<file path="src/verilog/lssp_map.svh">
`ifndef LSSP_MAP_SVH
`define LSSP_MAP_SVH

// Transfer lengths and bit counter limit, in serial clocks
`define LSSP_LEN_CTRL 6'h08
`define LSSP_LEN_DIV 6'h10
`define LSSP_LEN_REF 6'h18
`define LSSP_CNT_MAX 6'h21

// Read select bits inside control_word
`define LSSP_CTRL_READ_STATUS 0
`define LSSP_CTRL_READ_COUNT 1

// Reset values of the write-only registers
`define LSSP_CTRL_RST 8'h00
`define LSSP_DIV_RST 16'h0000
`define LSSP_REF_RST 24'h00_0000

`endif

</file>
<file path="src/verilog/lssp_port_unused_placeholder_never.sv">
`timescale 1ns/1ns
`default_nettype none
`default_nettype wire

</file>
<file path="src/verilog/lssp_pkg.sv">
package lssp_pkg;

  typedef enum logic [1:0] {
    LSSP_IDLE,
    LSSP_ACTIVE,
    LSSP_DESYNC
  } lssp_state_t;

  // Filtered serial pin levels
  typedef struct packed {
    logic sel_n;
    logic sclk;
    logic sdi;
  } lssp_pins_t;

  // Words read back through the port
  typedef struct packed {
    logic [7:0] status;
    logic status_extra;
    logic [23:0] count;
  } lssp_read_t;

endpackage : lssp_pkg

</file>
<file path="src/verilog/lssp_pin_sync.sv">
`timescale 1ns/1ns
`default_nettype none

// Three sampling flops plus a level flop; the level moves only once the last two agree, which rejects
// single-sample glitches on slow serial edges.
module lssp_pin_sync #(
  parameter logic RST_VAL = 1'b0
) (
  input wire logic clk,
  input wire logic rst,
  input wire logic pin,
  output logic level
);

  logic ff1;
  logic ff2;
  logic ff3;
  logic next_level;

  always_comb
  begin
    next_level = level;
    if (ff2 == ff3)
    begin
      next_level = ff3;
    end
  end

  always_ff @(posedge clk or posedge rst)
  begin
    if (rst)
    begin
      ff1 <= RST_VAL;
      ff2 <= RST_VAL;
      ff3 <= RST_VAL;
      level <= RST_VAL;
    end
    else
    begin
      ff1 <= pin;
      ff2 <= ff1;
      ff3 <= ff2;
      level <= next_level;
    end
  end

endmodule : lssp_pin_sync

`default_nettype wire

</file>
<file path="src/verilog/lssp_port.sv">
// Notes on behaviour
// - Data in is taken on each serial clock rise, most significant bit first.
// - 8 clocks load control, 16 divider, 24 reference; last bit is LSB.
// - Write-only registers hold their old value while bits shift in.
// - Select rising copies shifted data into the register matching the count.
// - No address bits; every stream bit is data; registers in any order.
// - Data out changes on serial clock falls, most significant bit first.
// - Oversampled shifter needs each serial clock level held two or more system clocks, continuous or intermittent.
// - Status read takes 8, 9 or 16 clocks; count read takes 24.
// - Host sets the matching read select bit in control before reading.
// - Select high blocks shifting, floats data out, holds port initialized.
// - After desync the port recovers when select is high and clock low.
// - Status shifts bit 7 first plus a ninth bit; count shifts bit 23 first.
`timescale 1ns/1ns
`default_nettype none
`include "lssp_map.svh"

module lssp_port
  import lssp_pkg::*;
#(
  parameter int CNT_W = 6,
  parameter int OUT_W = 25
) (
  input wire logic clk,
  input wire logic rst,
  input wire logic port_select_n,
  input wire logic sclk,
  input wire logic sdi,
  output logic sdo,
  output logic sdo_oe,
  input wire lssp_read_t read_words,
  output logic [7:0] control_word,
  output logic [15:0] divider_word,
  output logic [23:0] reference_word,
  output logic desync
);

  lssp_pins_t pins;
  lssp_pins_t pins_prev;
  lssp_state_t state;
  lssp_state_t next_state;
  logic [23:0] in_sr;
  logic [23:0] next_in_sr;
  logic [CNT_W-1:0] bit_cnt;
  logic [CNT_W-1:0] next_bit_cnt;
  logic [OUT_W-1:0] out_sr;
  logic [OUT_W-1:0] next_out_sr;
  logic next_sdo;
  logic next_sdo_oe;
  logic [7:0] next_control_word;
  logic [15:0] next_divider_word;
  logic [23:0] next_reference_word;
  logic sclk_rise;
  logic sclk_fall;
  logic sel_fall;
  logic sel_rise;

  lssp_pin_sync #(.RST_VAL(1'b1)) u_sync_sel (
    .clk(clk),
    .rst(rst),
    .pin(port_select_n),
    .level(pins.sel_n)
  );

  lssp_pin_sync #(.RST_VAL(1'b0)) u_sync_sclk (
    .clk(clk),
    .rst(rst),
    .pin(sclk),
    .level(pins.sclk)
  );

  lssp_pin_sync #(.RST_VAL(1'b0)) u_sync_sdi (
    .clk(clk),
    .rst(rst),
    .pin(sdi),
    .level(pins.sdi)
  );

  // Edges come from filtered levels, so each edge is a single system clock pulse
  assign sclk_rise = pins.sclk & ~pins_prev.sclk;
  assign sclk_fall = ~pins.sclk & pins_prev.sclk;
  assign sel_fall = ~pins.sel_n & pins_prev.sel_n;
  assign sel_rise = pins.sel_n & ~pins_prev.sel_n;

  always_ff @(posedge clk or posedge rst)
  begin
    if (rst)
    begin
      pins_prev <= '{sel_n: 1'b1, sclk: 1'b0, sdi: 1'b0};
    end
    else
    begin
      pins_prev <= pins;
    end
  end

  // Port sequencing and the input shifter
  always_comb
  begin
    next_state = state;
    next_in_sr = in_sr;
    next_bit_cnt = bit_cnt;
    case (state)
      LSSP_IDLE:
      begin
        next_bit_cnt = '0;
        // A select fall seen with the clock high cannot be trusted
        if (sel_fall && pins.sclk)
        begin
          next_state = LSSP_DESYNC;
        end
        else if (sel_fall)
        begin
          next_state = LSSP_ACTIVE;
        end
      end
      LSSP_ACTIVE:
      begin
        if (sel_rise)
        begin
          next_bit_cnt = '0;
          next_state = pins.sclk ? LSSP_DESYNC : LSSP_IDLE;
        end
        else if (sclk_rise)
        begin
          next_in_sr = {in_sr[22:0], pins.sdi};
          if (bit_cnt != `LSSP_CNT_MAX)
          begin
            next_bit_cnt = bit_cnt + 1'b1;
          end
        end
      end
      LSSP_DESYNC:
      begin
        next_bit_cnt = '0;
        if (pins.sel_n && !pins.sclk)
        begin
          next_state = LSSP_IDLE;
        end
      end
      default:
      begin
        next_state = LSSP_DESYNC;
      end
    endcase
  end

  always_ff @(posedge clk or posedge rst)
  begin
    if (rst)
    begin
      state <= LSSP_IDLE;
      in_sr <= 24'h00_0000;
      bit_cnt <= '0;
    end
    else
    begin
      state <= next_state;
      in_sr <= next_in_sr;
      bit_cnt <= next_bit_cnt;
    end
  end

  // Write-only registers change only at a clean end of transfer
  always_comb
  begin
    next_control_word = control_word;
    next_divider_word = divider_word;
    next_reference_word = reference_word;
    if (state == LSSP_ACTIVE && sel_rise && !pins.sclk)
    begin
      case (bit_cnt)
        `LSSP_LEN_CTRL:
        begin
          next_control_word = in_sr[7:0];
        end
        `LSSP_LEN_DIV:
        begin
          next_divider_word = in_sr[15:0];
        end
        `LSSP_LEN_REF:
        begin
          next_reference_word = in_sr;
        end
        default:
        begin
          next_control_word = control_word;
        end
      endcase
    end
  end

  always_ff @(posedge clk or posedge rst)
  begin
    if (rst)
    begin
      control_word <= `LSSP_CTRL_RST;
      divider_word <= `LSSP_DIV_RST;
      reference_word <= `LSSP_REF_RST;
    end
    else
    begin
      control_word <= next_control_word;
      divider_word <= next_divider_word;
      reference_word <= next_reference_word;
    end
  end

  // Output shifter: loaded at select fall so the first bit is on the pin
  // before the first rise; a status read past 9 clocks just shifts zeros.
  always_comb
  begin
    next_out_sr = out_sr;
    next_sdo_oe = 1'b0;
    if (state == LSSP_IDLE && sel_fall && !pins.sclk)
    begin
      if (control_word[`LSSP_CTRL_READ_STATUS])
      begin
        next_out_sr = {read_words.status, read_words.status_extra, 16'h0000};
      end
      else if (control_word[`LSSP_CTRL_READ_COUNT])
      begin
        next_out_sr = {read_words.count, 1'b0};
      end
      else
      begin
        next_out_sr = '0;
      end
      next_sdo_oe = 1'b1;
    end
    else if (state == LSSP_ACTIVE && !sel_rise)
    begin
      next_sdo_oe = 1'b1;
      if (sclk_fall)
      begin
        next_out_sr = {out_sr[OUT_W-2:0], 1'b0};
      end
    end
    else if (state != LSSP_ACTIVE)
    begin
      next_out_sr = '0;
    end
    next_sdo = next_sdo_oe ? next_out_sr[OUT_W-1] : 1'b0;
  end

  always_ff @(posedge clk or posedge rst)
  begin
    if (rst)
    begin
      out_sr <= '0;
      sdo <= 1'b0;
      sdo_oe <= 1'b0;
      desync <= 1'b0;
    end
    else
    begin
      out_sr <= next_out_sr;
      sdo <= next_sdo;
      sdo_oe <= next_sdo_oe;
      desync <= (next_state == LSSP_DESYNC);
    end
  end

endmodule : lssp_port

`default_nettype wire

</file>
<file path="config.mk">
export PLATFORM = sky130hd
export DESIGN_NAME = lssp_port
export DESIGN_NICKNAME = d
export VERILOG_FILES = /design/src/verilog/lssp_port_unused_placeholder_never.sv /design/src/verilog/lssp_pkg.sv /design/src/verilog/lssp_pin_sync.sv /design/src/verilog/lssp_port.sv
export VERILOG_INCLUDE_DIRS = /design/src /design/src/verilog
export SDC_FILE = /design/constraint.sdc
export NUM_CORES = 1
export LEC_CHECK = 0
export BUFFER_PORTS_ARGS = -buffer_cell sky130_fd_sc_hd__buf_2
export CORE_ASPECT_RATIO = 0.5
export CORE_MARGIN = 8
export CORE_UTILIZATION = 35
export DETAILED_ROUTE_END_ITERATION = 8
export MAX_ROUTING_LAYER = met4
export PLACE_DENSITY_LB_ADDON = 0.08
export SYNTH_ARGS = -nofsm -noshare
export SYNTH_HDL_FRONTEND = slang
export SYNTH_HIERARCHICAL = 1
export SYNTH_SLANG_ARGS = --single-unit
</file>
<file path="constraint.sdc">
create_clock -name clk -period 4.2 [get_ports clk]
set_clock_uncertainty 0.05 [all_clocks]
set_input_delay 0.42 -clock clk [delete_from_list [all_inputs] [get_ports clk]]
set_output_delay 0.42 -clock clk [all_outputs]
set_load 0.05 [all_outputs]
</file>
==> flow_summary.html <==
<table>
<tr><th>Metric</th><th>Value</th></tr>
<tr><th colspan="2">Floorplan</th></tr>
<tr><td>Starting Density</td><td>0.363</td></tr>
<tr><td>Number of rows created at floorplan</td><td>30</td></tr>
<tr><td>Std-Cell Core Area</td><td>13,700 um2</td></tr>
<tr><td>DIE AREA</td><td>18,600 um2</td></tr>
<tr><td>Die H</td><td>100 um</td></tr>
<tr><td>Die width</td><td>185 um</td></tr>
<tr><td>Number of placed I/O pins</td><td>89</td></tr>
<tr><th colspan="2">Status</th></tr>
<tr><td>Result of the run</td><td>complete, no violations</td></tr>
<tr><th colspan="2">Timing</th></tr>
<tr><td>Final Hold Violating Endpoints</td><td>0</td></tr>
<tr><td>Setup TNS after final layout</td><td>0 ns</td></tr>
<tr><td>Post-Route Hold Slack</td><td>0.0636 ns</td></tr>
<tr><td>RSZ-0062 raised after global routing</td><td>no</td></tr>
<tr><td>Final period demand of the worst path</td><td>2.51 ns</td></tr>
<tr><td>Transition time at the pin with the least slew margin</td><td>1.11 ns</td></tr>
<tr><td>Total setup violations reported at the end of the flow</td><td>0</td></tr>
<tr><td>Max-slew violation count</td><td>0</td></tr>
<tr><td>Post-route fraction of the period consumed by the critical path</td><td>0.597</td></tr>
<tr><td>Max Freq</td><td>399 MHz</td></tr>
<tr><td>Final critical-path setup slack</td><td>1.69 ns</td></tr>
<tr><td>Max-slew headroom at the worst pin</td><td>0.255</td></tr>
<tr><th colspan="2">Clock tree</th></tr>
<tr><td>Post-CTS clock slew at the launch and capture registers of the worst setup and hold paths</td><td>0.06 ns</td></tr>
<tr><td>Clock tree from TritonCTS</td><td>yes</td></tr>
<tr><td>Max H-tree Level</td><td>4</td></tr>
<tr><td>PostCTS Resize Cnt</td><td>0</td></tr>
<tr><td>Number of buffers inserted during clock tree synthesis</td><td>17</td></tr>
<tr><td>Insertion delay to the later sink of the worst-skew pair</td><td>0.41 ns</td></tr>
<tr><td>Root Buffer</td><td>sky130_fd_sc_hd__clkbuf_16</td></tr>
<tr><td>Clock Tree Buf Depth</td><td>2</td></tr>
<tr><td>Sink Count</td><td>121</td></tr>
<tr><th colspan="2">Yosys</th></tr>
<tr><td>Sequential-to-total area share from yosys stat</td><td>0.608</td></tr>
<tr><td>Post-Synthesis Mean Instance Area</td><td>14.6 um2</td></tr>
<tr><td>Net Count, Synth</td><td>383</td></tr>
<tr><td>Synth Area in Adders</td><td>0.0143</td></tr>
<tr><td>Post-synthesis simple-gate area fraction</td><td>0.0757</td></tr>
<tr><td>Warning count from the yosys run</td><td>6</td></tr>
<tr><td>Cell types with the highest counts after synthesis</td><td>sky130_fd_sc_hd__dfrtp_1 (116), sky130_fd_sc_hd__mux2_2 (42), sky130_fd_sc_hd__mux2_4 (30), sky130_fd_sc_hd__a221o_1 (22), sky130_fd_sc_hd__and2_1 (14)</td></tr>
<tr><td>Leading cell types by total area after synthesis</td><td>sky130_fd_sc_hd__dfrtp_1 (58%), sky130_fd_sc_hd__mux2_2 (9.5%), sky130_fd_sc_hd__mux2_4 (9.0%)</td></tr>
<tr><td>Count of different cell masters after synthesis</td><td>41</td></tr>
<tr><td>Instance count of the mapped netlist</td><td>342</td></tr>
<tr><td>Async set-reset flop share out of synthesis</td><td>1.00</td></tr>
<tr><td>XOR/XNOR share of the synthesized area</td><td>0</td></tr>
<tr><td>Most frequently used cell type in the post-synthesis netlist</td><td>sky130_fd_sc_hd__dfrtp_1</td></tr>
<tr><td>Main flop type after synthesis</td><td>sky130_fd_sc_hd__dfrtp_1</td></tr>
<tr><td>Share of the synthesized area in compound gates (AO/OA/AOI/OAI)</td><td>0.0882</td></tr>
<tr><td>Area share of the leading cell type in the synthesized netlist</td><td>0.582</td></tr>
<tr><td>Share of synthesized area spent on multiplexers</td><td>0.189</td></tr>
<tr><td>Cell type contributing the most total cell area after synthesis</td><td>sky130_fd_sc_hd__dfrtp_1</td></tr>
<tr><td>Combinational family with the most area after synthesis</td><td>multiplexers</td></tr>
<tr><td>Number of flip-flops and latches in the synthesized netlist</td><td>121</td></tr>
<tr><td>Number of flops mapped to enable cells by yosys</td><td>0</td></tr>
<tr><td>Cell area after synthesis</td><td>4990 um2</td></tr>
<tr><th colspan="2">Critical path</th></tr>
<tr><td>Critical Path, Cell by Cell</td><td>nor3_1 -&gt; nand3_1 -&gt; nor2b_1 -&gt; a221o_1</td></tr>
<tr><td>CP startpoint kind</td><td>flip-flop</td></tr>
<tr><td>Largest incremental delay on the critical path</td><td>0.93 ns</td></tr>
<tr><td>Arrival @ worst endpoint</td><td>2.79 ns</td></tr>
<tr><td>Crit path buffers/inverters</td><td>0</td></tr>
<tr><td>Startpoint of the worst-slack reg-to-reg timing path</td><td>state[1]</td></tr>
<tr><td>Reg-to-reg setup timing slack</td><td>1.69 ns</td></tr>
<tr><td>Critical path fanouts, max</td><td>16</td></tr>
<tr><td>Reg-to-reg endpoint</td><td>out_sr[2]</td></tr>
<tr><td>Critical path start-end classification</td><td>reg -&gt; reg</td></tr>
<tr><td>Path depth of the worst reg2reg path</td><td>4</td></tr>
<tr><td>Slowest library cell on the worst path</td><td>sky130_fd_sc_hd__nor2b_1</td></tr>
<tr><td>Family with the most delay on the worst path</td><td>simple AND/OR/NAND/NOR gates</td></tr>
<tr><td>Type of destination of the critical path</td><td>flip-flop</td></tr>
<tr><td>WP data required</td><td>4.49 ns</td></tr>
<tr><th colspan="2">Global route</th></tr>
<tr><td>GRT Max-Usage Layer</td><td>met2</td></tr>
<tr><td>Global-route congestion overflow total</td><td>0</td></tr>
<tr><td>Met2 Track Usage GR</td><td>0.183</td></tr>
<tr><td>Maximum number of pins on one net before global-route repair</td><td>73</td></tr>
<tr><td>Global Route met1 Usage</td><td>0.168</td></tr>
<tr><td>Initial antenna violation count</td><td>0</td></tr>
<tr><td>Number of global-route vias before repair</td><td>3,447</td></tr>
<tr><td>Total routing resource utilization after global routing</td><td>0.128</td></tr>
<tr><td>Met3 Resource Use GR</td><td>0.0400</td></tr>
<tr><td>Wire length of the first global-routing pass</td><td>18,300 um</td></tr>
<tr><th colspan="2">Final layout</th></tr>
<tr><td>Count of filler cells inserted in the layout</td><td>1,297</td></tr>
<tr><td>Area growth from synthesis to layout</td><td>24.9%</td></tr>
<tr><td>Post-route non-filler standard cell count</td><td>640</td></tr>
<tr><td>Fraction of final layout cells sized beyond drive strength 1</td><td>0.469</td></tr>
<tr><td>Fin util</td><td>0.454</td></tr>
<tr><td>Fin nets</td><td>476</td></tr>
<tr><td>N_diodes</td><td>0</td></tr>
<tr><td>Area of all placed cells without fillers</td><td>6230 um2</td></tr>
<tr><th colspan="2">Drt</th></tr>
<tr><td>Post-detailed-route wirelength per cell</td><td>17.1 um</td></tr>
<tr><td>Via-per-instance ratio</td><td>4.83</td></tr>
<tr><td>Pre-antenna DRT Iters</td><td>4</td></tr>
<tr><td>Remaining design rule violation count</td><td>0</td></tr>
<tr><td>Routed vias</td><td>3,093</td></tr>
<tr><td>1st-iter DRT viols</td><td>140</td></tr>
<tr><td>Detailed-route wire length</td><td>10,900 um</td></tr>
<tr><td>Antenna Violating Nets Remaining</td><td>0</td></tr>
<tr><th colspan="2">Min path</th></tr>
<tr><td>Worst hold stages</td><td>1</td></tr>
<tr><td>End point of the most critical hold path</td><td>u_sync_sel/ff1</td></tr>
<tr><td>Hold wc startpoint</td><td>port_select_n</td></tr>
<tr><td>HP Class</td><td>in -&gt; reg</td></tr>
<tr><th colspan="2">Place</th></tr>
<tr><td>Minimum setup slack after placement</td><td>1.72 ns</td></tr>
<tr><td>Cell area reported after detailed placement</td><td>5610 um2</td></tr>
<tr><td>Placer congestion estimate</td><td>0.743</td></tr>
<tr><td>Count of input and output buffers</td><td>88</td></tr>
<tr><td>DP Wirelength</td><td>7220 um</td></tr>
<tr><td>Number of cells in the design after placement</td><td>607</td></tr>
<tr><th colspan="2">Power and ir drop</th></tr>
<tr><td>Final Power</td><td>2.93 mW</td></tr>
<tr><td>Static leakage power</td><td>3.24 nW</td></tr>
<tr><td>Max VDD drop</td><td>0.250 mV</td></tr>
<tr><td>Power Density</td><td>470 nW/um2</td></tr>
<tr><th colspan="2">Run</th></tr>
<tr><td>MaxCap Viol Count</td><td>0</td></tr>
</table>
[state kept, by name, indices dropped and copies added (netlist names), 2 cells and up]
name,cells
in_sr,24
out_sr,24
reference_word,24
divider_word,16
control_word,8
bit_cnt,6
pins_prev,2
state,2
[routing by layer]
layer | share of wire | wire, um | up-vias
li1 | - | - | 1444
met1 | 0.50 | 5480 | 1576
met2 | 0.44 | 4860 | 64
met3 | 0.044 | 479 | 9
met4 | 0.011 | 122 | 0
met5 | 0 | 0 | -
[cell families after synthesis]
group / Yosys count
buffers and inverters: 26
multiplexers: 74
flip-flops: 121
AO/OA/AOI/OAI: 55
adder cells (fa/ha/maj): 6
AND/OR/NAND/NOR: 60
[how the worst max path moves through the flow]
stage	cells past startpoint	from	endpoint	slack, ns
final	4	state[1]	out_sr[2]	1.69
after global routing	3	control_word[0]	out_sr[12]	1.52
after CTS	6	bit_cnt[0]	reference_word[1]	1.72
after detailed placement	6	bit_cnt[0]	reference_word[10]	1.72
after global placement	3	control_word[0]	out_sr[1]	1.78
after floorplan	1	rst	bit_cnt[0]	0.86
[timing repair]
| item | 4_1_cts | 5_1_grt |
|---|---|---|
| setup buffers | 0 | 0 |
| hold buffers | 1 | 0 |
| hold endpoints to repair | 8 | 0 |
[layout by cell type (no fill, tap or decap), types with 3 or more instances in the layout]
cell,Yosys,layout
sky130_fd_sc_hd__a221o_1,22,22
sky130_fd_sc_hd__mux2_2,42,42
sky130_fd_sc_hd__ha_1,3,3
sky130_fd_sc_hd__buf_4,0,3
sky130_fd_sc_hd__a21oi_1,9,9
sky130_fd_sc_hd__maj3_2,3,3
sky130_fd_sc_hd__clkbuf_16,0,17
sky130_fd_sc_hd__nor2_1,10,10
sky130_fd_sc_hd__buf_2,3,88
sky130_fd_sc_hd__inv_1,8,7
sky130_fd_sc_hd__nor2b_1,5,5
sky130_fd_sc_hd__nand2_1,6,6
sky130_fd_sc_hd__clkinv_4,0,4
sky130_fd_sc_hd__nand3_1,4,4
sky130_fd_sc_hd__a22oi_1,8,8
sky130_fd_sc_hd__dfstp_2,5,5
sky130_fd_sc_hd__and2_1,14,14
sky130_fd_sc_hd__inv_6,0,5
sky130_fd_sc_hd__bufinv_16,0,3
sky130_fd_sc_hd__nand2b_1,5,5
sky130_fd_sc_hd__o21ai_0,4,4
sky130_fd_sc_hd__dfrtp_1,116,116
sky130_fd_sc_hd__mux2_4,30,30
[power breakdown]
group | switching (mW) | leakage [nW] | internal (mW)
sequential | 0.0472 | 1.65 | 1.20
combinational | 0.113 | 1.29 | 0.0546
clock | 0.567 | 0.298 | 0.950
total | 0.728 | 3.24 | 2.20
[area by class of cell]
cell class                      count  area, um2  share of cell area
Inverter                            8       32.5             0.00522
Clock buffer                       18        429              0.0688
Sequential cell                   121       3030               0.487
Tap cell                          192        240              0.0385
Timing Repair Buffer               92        473              0.0759
Clock inverter                     14        188              0.0301
Multi-Input combinational cell    195       1840               0.295
No activity file was read; power rests on OpenSTA's default activity.
